[src/dma_cfg.svh]
// constants for the dma bus-release and request-sampling block
// assumes inclusion by bare name from dma_bus_release
`ifndef DMA_CFG_SVH
`define DMA_CFG_SVH
`define OPR_MASTER_EN_BIT   0
`define OPR_NMI_FLAG_BIT    1
`define OPR_ADDR_ERR_BIT    2
`define OPR_RESET_VAL       16'h0000
`define OPR_ALL_ON_VAL      16'h0001
`define CCR_EN_BIT          0
`define CCR_IE_BIT          2
`define CCR_TS_BIT          3
`define CCR_BURST_BIT       4
`define CCR_EDGE_BIT        5
`define CCR_RS_LSB          8
`define CCR_SM_LSB          12
`define CCR_DM_LSB          14
`define CCR_RESET_VAL       16'h0000
`define CCR_EXAMPLE_VAL     16'h4d0d
`define COUNT_EXAMPLE_VAL   16'h0010
`define RS_EXTERNAL         4'h0
`define SAMPLE_STATE        2'h3
`define UNIT_STATES         2'h2
`endif

[src/dma_pkg.sv]
// types for the dma bus-release and request-sampling block
// assumes dma_cfg.svh sits in the include path
package dma_pkg;
  typedef enum logic [2:0]
  {
    ST_IDLE  = 3'b000,
    ST_REQ   = 3'b001,
    ST_XFER  = 3'b010,
    ST_REL   = 3'b011
  } bus_state_type;
  typedef logic [1:0] chan_type;
endpackage

[src/dma_regs_if.sv]
// carrier between the top and the channel memory
// assumes one clock domain
`timescale 1ns/100ps
`default_nettype none
interface dma_regs_if;
  logic        wr_en;
  logic [1:0]  wr_idx;
  logic [15:0] wr_cnt;
  logic [1:0]  rd_idx;
  logic [15:0] rd_cnt;
  modport master (output wr_en, output wr_idx, output wr_cnt, output rd_idx, input rd_cnt);
  modport mem    (input wr_en, input wr_idx, input wr_cnt, input rd_idx, output rd_cnt);
endinterface
`default_nettype wire

[src/dma_count_mem.sv]
// per-channel transfer count storage with registered read data
// assumes one write and one read port on clk_i
`timescale 1ns/100ps
`default_nettype none
module dma_count_mem
(
  input  wire logic clk_i,
  dma_regs_if.mem   regs
);
  logic [15:0] mem_ff [4];
  logic [15:0] rd_ff;
  // registered write and read
  always_ff @(posedge clk_i)
  begin
    if (regs.wr_en)
      mem_ff[regs.wr_idx] <= regs.wr_cnt;
    rd_ff <= mem_ff[regs.rd_idx];
  end
  assign regs.rd_cnt = rd_ff;
endmodule
`default_nettype wire

[src/dma_bus_release.sv]
// four-channel dma sequencer: bus handshake, nmi halt, request sampling
// assumes cpu grants the bus on bus_grant_i; request pin is asynchronous
`timescale 1ns/100ps
`default_nettype none
`include "dma_cfg.svh"
module dma_bus_release
  import dma_pkg::*;
#(
  parameter int CHANNELS = 4
)
(
  input  wire logic        clk_i,
  input  wire logic        rst_i,
  input  wire logic        opr_wr_i,
  input  wire logic [15:0] opr_wdata_i,
  input  wire logic        ccr_wr_i,
  input  wire logic [1:0]  ccr_idx_i,
  input  wire logic [15:0] ccr_wdata_i,
  input  wire logic        cnt_wr_i,
  input  wire logic [15:0] cnt_wdata_i,
  input  wire logic        end_clr_i,
  input  wire logic [1:0]  end_clr_idx_i,
  input  wire logic        nmi_i,
  input  wire logic        addr_err_i,
  input  wire logic        ext_req_n_i,
  input  wire logic        pin_is_request_i,
  input  wire logic        conv_end_req_i,
  input  wire logic        bus_grant_i,
  output logic             bus_req_o,
  output logic             bus_cycle_o,
  output logic             transfer_ack_o,
  output logic [1:0]       active_chan_o,
  output logic [15:0]      dma_operation_reg_o,
  output logic [3:0]       transfer_end_flag_o,
  output logic             transfer_end_interrupt_o
);
  dma_regs_if regs ();
  dma_count_mem u_mem (.clk_i(clk_i), .regs(regs));

  bus_state_type st_ff, nxt_st;
  logic [15:0] opr_ff, nxt_opr;
  logic [15:0] ccr_ff [4];
  logic [15:0] nxt_ccr [4];
  logic [3:0]  te_ff, nxt_te;
  logic        irq_ff, nxt_irq;
  logic [1:0]  ch_ff, nxt_ch;
  logic [1:0]  cyc_ff, nxt_cyc;
  logic        ack_ff, nxt_ack;
  logic        req_s1_ff, req_s2_ff, req_prev_ff, nxt_req_prev;
  logic        pend_ff, nxt_pend;
  logic        sync_pin_ff, nxt_sync_pin;
  logic [1:0]  pick;
  logic        any_req;
  logic [3:0]  chan_req;
  logic        halted;

  // fixed priority 0 > 3 > 2 > 1
  function automatic logic [1:0] prio_pick(input logic [3:0] r);
    if (r[0])      prio_pick = 2'h0;
    else if (r[3]) prio_pick = 2'h3;
    else if (r[2]) prio_pick = 2'h2;
    else           prio_pick = 2'h1;
  endfunction

  // two-flop synchroniser on the asynchronous request pin
  always_ff @(posedge clk_i)
  begin
    req_s1_ff <= ext_req_n_i;
    req_s2_ff <= req_s1_ff;
  end

  assign halted = opr_ff[`OPR_NMI_FLAG_BIT] | opr_ff[`OPR_ADDR_ERR_BIT];

  // pin reads high while in general-input function; switching in a low pin is an edge
  assign nxt_sync_pin = pin_is_request_i ? req_s2_ff : 1'b1;

  // request decode per channel
  always_comb
  begin
    nxt_req_prev = sync_pin_ff;
    nxt_pend = pend_ff;
    chan_req = 4'h0;
    // latched edge is consumed in the third state counted from the request state,
    // while acknowledge is already asserted; a new edge in that cycle still wins
    if (st_ff == ST_XFER && cyc_ff == `SAMPLE_STATE - 2'h2 && ccr_ff[ch_ff][`CCR_EDGE_BIT])
      nxt_pend = 1'b0;
    if (sync_pin_ff == 1'b0 && req_prev_ff == 1'b1)
      nxt_pend = 1'b1;
    for (int i = 0; i < CHANNELS; i++)
    begin
      chan_req[i] = 1'b0;
      if (ccr_ff[i][`CCR_EN_BIT] && !te_ff[i])
      begin
        if (ccr_ff[i][`CCR_RS_LSB +: 4] == `RS_EXTERNAL)
          chan_req[i] = ccr_ff[i][`CCR_EDGE_BIT] ? pend_ff : ~sync_pin_ff;
        else
          chan_req[i] = conv_end_req_i;
      end
    end
    any_req = opr_ff[`OPR_MASTER_EN_BIT] && !halted && (chan_req != 4'h0);
    pick = prio_pick(chan_req);
  end

  // sequencer, flags and count update
  always_comb
  begin
    nxt_st = st_ff;
    nxt_opr = opr_ff;
    nxt_te = te_ff;
    nxt_irq = 1'b0;
    nxt_ch = ch_ff;
    nxt_cyc = cyc_ff;
    nxt_ack = 1'b0;
    for (int i = 0; i < 4; i++)
      nxt_ccr[i] = ccr_ff[i];
    regs.wr_en = 1'b0;
    regs.wr_idx = ch_ff;
    regs.wr_cnt = regs.rd_cnt - 16'h0001;
    regs.rd_idx = ch_ff;
    if (opr_wr_i)
      nxt_opr = opr_wdata_i & 16'h0007;
    if (ccr_wr_i)
      nxt_ccr[ccr_idx_i] = ccr_wdata_i;
    if (end_clr_i)
      nxt_te[end_clr_idx_i] = 1'b0;
    if (cnt_wr_i)
    begin
      regs.wr_en = 1'b1;
      regs.wr_idx = ccr_idx_i;
      regs.wr_cnt = cnt_wdata_i;
    end
    case (st_ff)
      ST_IDLE:
      begin
        if (any_req)
        begin
          nxt_ch = pick;
          nxt_st = ST_REQ;
        end
      end
      ST_REQ:
      begin
        if (halted || !opr_ff[`OPR_MASTER_EN_BIT])
          nxt_st = ST_IDLE;
        else if (bus_grant_i)
        begin
          nxt_cyc = 2'h0;
          nxt_ack = 1'b1;
          nxt_st = ST_XFER;
        end
      end
      ST_XFER:
      begin
        nxt_cyc = cyc_ff + 2'h1;
        nxt_ack = 1'b1;
        if (!bus_grant_i || halted)
          nxt_st = ST_REL;
        else if (cyc_ff == `UNIT_STATES - 2'h1)
        begin
          nxt_cyc = 2'h0;
          if (!cnt_wr_i)
            regs.wr_en = 1'b1;
          if (regs.rd_cnt == 16'h0001)
          begin
            nxt_te[ch_ff] = 1'b1;
            nxt_irq = ccr_ff[ch_ff][`CCR_IE_BIT];
            nxt_st = ST_REL;
          end
          else if (!ccr_ff[ch_ff][`CCR_BURST_BIT])
            nxt_st = ST_REL;
          else if (!ccr_ff[ch_ff][`CCR_EN_BIT] || !opr_ff[`OPR_MASTER_EN_BIT])
            nxt_st = ST_REL;
          // burst keeps the bus until count end, channel or master disable, grant loss or a halt flag
          else
            nxt_st = ST_XFER;
        end
      end
      ST_REL:
      begin
        nxt_st = ST_IDLE;
      end
      default:
      begin
        nxt_st = ST_IDLE;
      end
    endcase
    // nmi and address error win over software writes to the operation register
    if (nmi_i)
      nxt_opr[`OPR_NMI_FLAG_BIT] = 1'b1;
    if (addr_err_i)
      nxt_opr[`OPR_ADDR_ERR_BIT] = 1'b1;
  end

  // state registers
  always_ff @(posedge clk_i)
  begin
    if (rst_i)
    begin
      st_ff <= ST_IDLE;
      opr_ff <= `OPR_RESET_VAL;
      te_ff <= 4'h0;
      irq_ff <= 1'b0;
      ch_ff <= 2'h0;
      cyc_ff <= 2'h0;
      ack_ff <= 1'b0;
      pend_ff <= 1'b0;
      req_prev_ff <= 1'b1;
      sync_pin_ff <= 1'b1;
      for (int i = 0; i < 4; i++)
        ccr_ff[i] <= `CCR_RESET_VAL;
    end
    else
    begin
      st_ff <= nxt_st;
      opr_ff <= nxt_opr;
      te_ff <= nxt_te;
      irq_ff <= nxt_irq;
      ch_ff <= nxt_ch;
      cyc_ff <= nxt_cyc;
      ack_ff <= nxt_ack;
      pend_ff <= nxt_pend;
      req_prev_ff <= nxt_req_prev;
      sync_pin_ff <= nxt_sync_pin;
      for (int i = 0; i < 4; i++)
        ccr_ff[i] <= nxt_ccr[i];
    end
  end

  // outputs straight from flops
  always_ff @(posedge clk_i)
  begin
    if (rst_i)
    begin
      bus_req_o <= 1'b0;
      bus_cycle_o <= 1'b0;
      transfer_ack_o <= 1'b0;
      active_chan_o <= 2'h0;
      dma_operation_reg_o <= `OPR_RESET_VAL;
      transfer_end_flag_o <= 4'h0;
      transfer_end_interrupt_o <= 1'b0;
    end
    else
    begin
      bus_req_o <= (nxt_st == ST_REQ) || (nxt_st == ST_XFER);
      bus_cycle_o <= (nxt_st == ST_XFER) && bus_grant_i;
      transfer_ack_o <= nxt_ack && (nxt_st == ST_XFER);
      active_chan_o <= nxt_ch;
      dma_operation_reg_o <= nxt_opr;
      transfer_end_flag_o <= nxt_te;
      transfer_end_interrupt_o <= nxt_irq;
    end
  end
endmodule
`default_nettype wire

[config.mk]
export PLATFORM = sky130hd
export DESIGN_NAME = dma_bus_release
export DESIGN_NICKNAME = d
export VERILOG_FILES = /design/src/dma_pkg.sv /design/src/dma_regs_if.sv /design/src/dma_count_mem.sv /design/src/dma_bus_release.sv
export VERILOG_INCLUDE_DIRS = /design/src
export SDC_FILE = /design/constraint.sdc
export NUM_CORES = 1
export LEC_CHECK = 0
export BUFFER_PORTS_ARGS = -buffer_cell sky130_fd_sc_hd__buf_4
export CORE_AREA = 4 4 117 119
export CTS_BUF_LIST = sky130_fd_sc_hd__clkbuf_4
export DETAILED_ROUTE_END_ITERATION = 6
export DIE_AREA = 0 0 121 123
export GPL_TIMING_DRIVEN = 0
export HOLD_SLACK_MARGIN = 0.06
export MAX_ROUTING_LAYER = met4
export PLACE_DENSITY = 0.65
export REMOVE_ABC_BUFFERS = 1
export SETUP_SLACK_MARGIN = 0.02
export SYNTH_ARGS = -nofsm -noshare
export SYNTH_HDL_FRONTEND = slang
export SYNTH_HIERARCHICAL = 1
export SYNTH_SLANG_ARGS = --single-unit
[constraint.sdc]
create_clock -name clk_i -period 7.1 [get_ports clk_i]
set_input_delay 0.355 -clock clk_i [delete_from_list [all_inputs] [get_ports clk_i]]
set_output_delay 0.355 -clock clk_i [all_outputs]
set_load 0.005 [all_outputs]
==> impl_metrics.yaml <==
status:
  outcome: "finished clean"
power:
  p_per_area_nw_per_um2: 218
  netSwitchingPower_uw: 320
  seqPwrFrac_pct: 61.6
  power_uw: 1420
  p_leak_uw: 0.00251
  power.internal_uw: 1100
  p_comb_share_pct: 7.8
  peakVddDrop_mv: 0.175
  switching_share_pct: 22.5
  clockPowerShare_pct: 30.6
global_routing:
  grt_overflow: 0
  grt_antenna_before_repair: 0
  grt_pass1_wl_um: 18500
  grt_usage_pct: 16.8
  first_global_vias: 3719
  grt_start_max_net_pins: 53
synth:
  synth.distinct_cells: 57
  synth_edf_count: 64
  synthArstFlopShare_pct: 0
  synth_ff_type: "dfxtp_1"
  synth_seq_area_share_pct: 60.1
  postSynthAreaPerCell_um2: 12.7
  synth_common_cells: "dfxtp_1, edfxtp_1, nor2_1"
  synth_cells: 444
  synth_area_um2: 5630
  synth_top_area_share_pct: 34.2
  synth_area_leaders: "edfxtp_1, dfxtp_1, mux2i_1"
  yosysMostFrequentCell: "dfxtp_1"
  yosys.area.top_type: "edfxtp_1"
  yosys_warnings: 6
  synth-seq-cells: 137
timing:
  whs_ps: 108
  max_freq_mhz: 329
  slew_headroom_pct: 21.7
  min_period_ps: 3040
  rsz0062_at_grt: "no"
  fin_setup_tns_ps: 0
  setup_viol: 0
  fin_crit_sh_pct: 42.9
  tightest_slew_ps: 1170
  clock_skew_ps: 17.5
  slew_viol_final: 0
  hold_viol_final: 0
layout:
  area_delta_synth_final_pct: 15.6
  fin_area_um2: 6500
  diodes: 0
  nFillCells: 1124
  nets: 582
  layout.cells.non_filler: 699
  drive_gt1_share_pct: 21.3
place:
  hpwl_um: 7800
  gp_congestion: 0.837
  placed_area_um2: 6140
  placed_cells: 656
  io_buffers: 55
cts:
  clk_latency_ps: 530
  cts_htree_levels: 4
  post_cts_buffers: 0
  cts_buffers: 17
  cts_root_buffer: "clkbuf_4"
  cts_tree: "built"
  clkSinkCount: 137
  cts.path.max_buffers: 2
  cts.reportedPaths.clkPinSlew_ps: 100
die:
  io_pins: 90
  die_y_um: 123
  core-area_um2: 12600
  rows: 41
  die_width_um: 121
  start_util_pct: 44.8
  dieArea_um2: 14900
routing:
  via_count: 3623
  drcViolationCount: 0
  via_per_inst: 5.18
  wl_per_cell_um: 16.1
  ant_nets: 0
  finalWirelength_um: 11200
  firstDrtPassIters: 4
  first_iter_violations: 330
setup_path:
  cp-start-kind: "register"
  cp.required_ps: 7340
  endpoint_kind: "register"
  critPathMaxFanout: 9
  arrival_ps: 3280
  critPathKind: "register to register"
hold_path:
  hp-class: "primary input to register"
job:
  maxCapViolCount: 0
## path summary, 6_finish.rpt
kind / cells after the start / slack (ps) / start / to
max: 5 / 4060 / dma_operation_reg_o[2] / u_mem/mem_ff[0][2]
min: 3 / 110 / ccr_wdata_i[9] / ccr_ff[3][9]
max reg2reg: 5 / 4060 / dma_operation_reg_o[2] / u_mem/mem_ff[0][2]
min reg2reg: 0 / 350 / req_s1_ff / req_s2_ff
## metal layers
metal	GRT usage, %	vias to the layer above	wire [um]
met5	-	-	0
met4	6.16	0	206
met3	4.62	18	526
met2	27.6	87	5680
met1	20.0	1770	4830
li1	-	1748	-
## worst max-delay path: stages (launching register included)
cell	delay, ps
dfxtp_1	350
or3b_2	510
nor3_1	650
or2_2	250
nor3b_2	780
buf_8	240
## registers in the layout, summed over array words and instances, names as in the netlist, 2 cells and up, named ones only
| signal | cells |
|---|---|
| active_chan_o | 2 |
| ccr_ff | 32 |
| cyc_ff | 2 |
| dma_operation_reg_o | 3 |
| st_ff | 3 |
| transfer_end_flag_o | 4 |
| u_mem/mem_ff | 64 |
| u_mem/regs.rd_cnt | 16 |
## layout make-up
| cell class | count | area (um^2) | area share, % |
|---|---|---|---|
| clock buffer | 23 | 173 | 2.66 |
| timing repair buffer | 69 | 558 | 8.58 |
| multi-input combinational | 281 | 2080 | 32.0 |
| tap | 172 | 215 | 3.31 |
| clock inverter | 7 | 55.1 | 0.847 |
| inverter | 10 | 37.5 | 0.577 |
| sequential | 137 | 3380 | 52.0 |
## through the flow
stage | util, % | setup WS [ps]
6_report | 51.7 | 4060
5_1_grt | 51.7 | 3720
2_1_floorplan | - | 4040
3_5_place_dp | 48.9 | 3940
3_3_place_gp | 48.7 | 2590
4_1_cts | 51.7 | 4010
## placed cells by master (no fill, tap or decap), drive strengths merged, types with 5 or more instances in the layout
| cell | n |
|---|---|
| edfxtp | 64 |
| o21ai | 25 |
| a21oi | 12 |
| nand3 | 7 |
| nor2 | 53 |
| mux2i | 32 |
| clkinv | 6 |
| dlygate4sd3 | 13 |
| xnor2 | 9 |
| inv | 10 |
| dfxtp | 73 |
| mux4 | 19 |
| nand2 | 27 |
| nand2b | 5 |
| buf | 56 |
| conb | 14 |
| clkbuf | 23 |
| nor3 | 6 |
| nor2b | 6 |
## power by group through the flow
stage                     Sequential, uW  Clock (uW)  Combinational [uW]
after floorplan                      889           0                56.8
after global placement               893           0                99.8
after detailed placement             894           0                 105
after CTS                            876         450                 112
after global routing                 880         489                 123
final                                876         434                 111
## what timing repair did
| action | 4_1_cts | 5_1_grt |
|---|---|---|
| resized for setup | 0 | 0 |
| hold buffers | 13 | 0 |
| endpoints found under the hold margin | 27 | 0 |
## logic make-up (layout without fill, tap and decap cells)
group / count (synthesis) / in the layout / synth area share, %
AO/OA/AOI/OAI: 57 / 57 / 6.29
XOR/XNOR: 12 / 12 / 1.87
AND/OR/NAND/NOR: 145 / 145 / 13.6
other: 1 / 14 / 0.0666
adder cells (fa/ha/maj): 2 / 2 / 0.445
flip-flops: 137 / 137 / 60.1
multiplexers: 51 / 51 / 13.7
buffers and inverters: 39 / 109 / 3.94
Note: power is estimated with default switching activity, not from simulation.
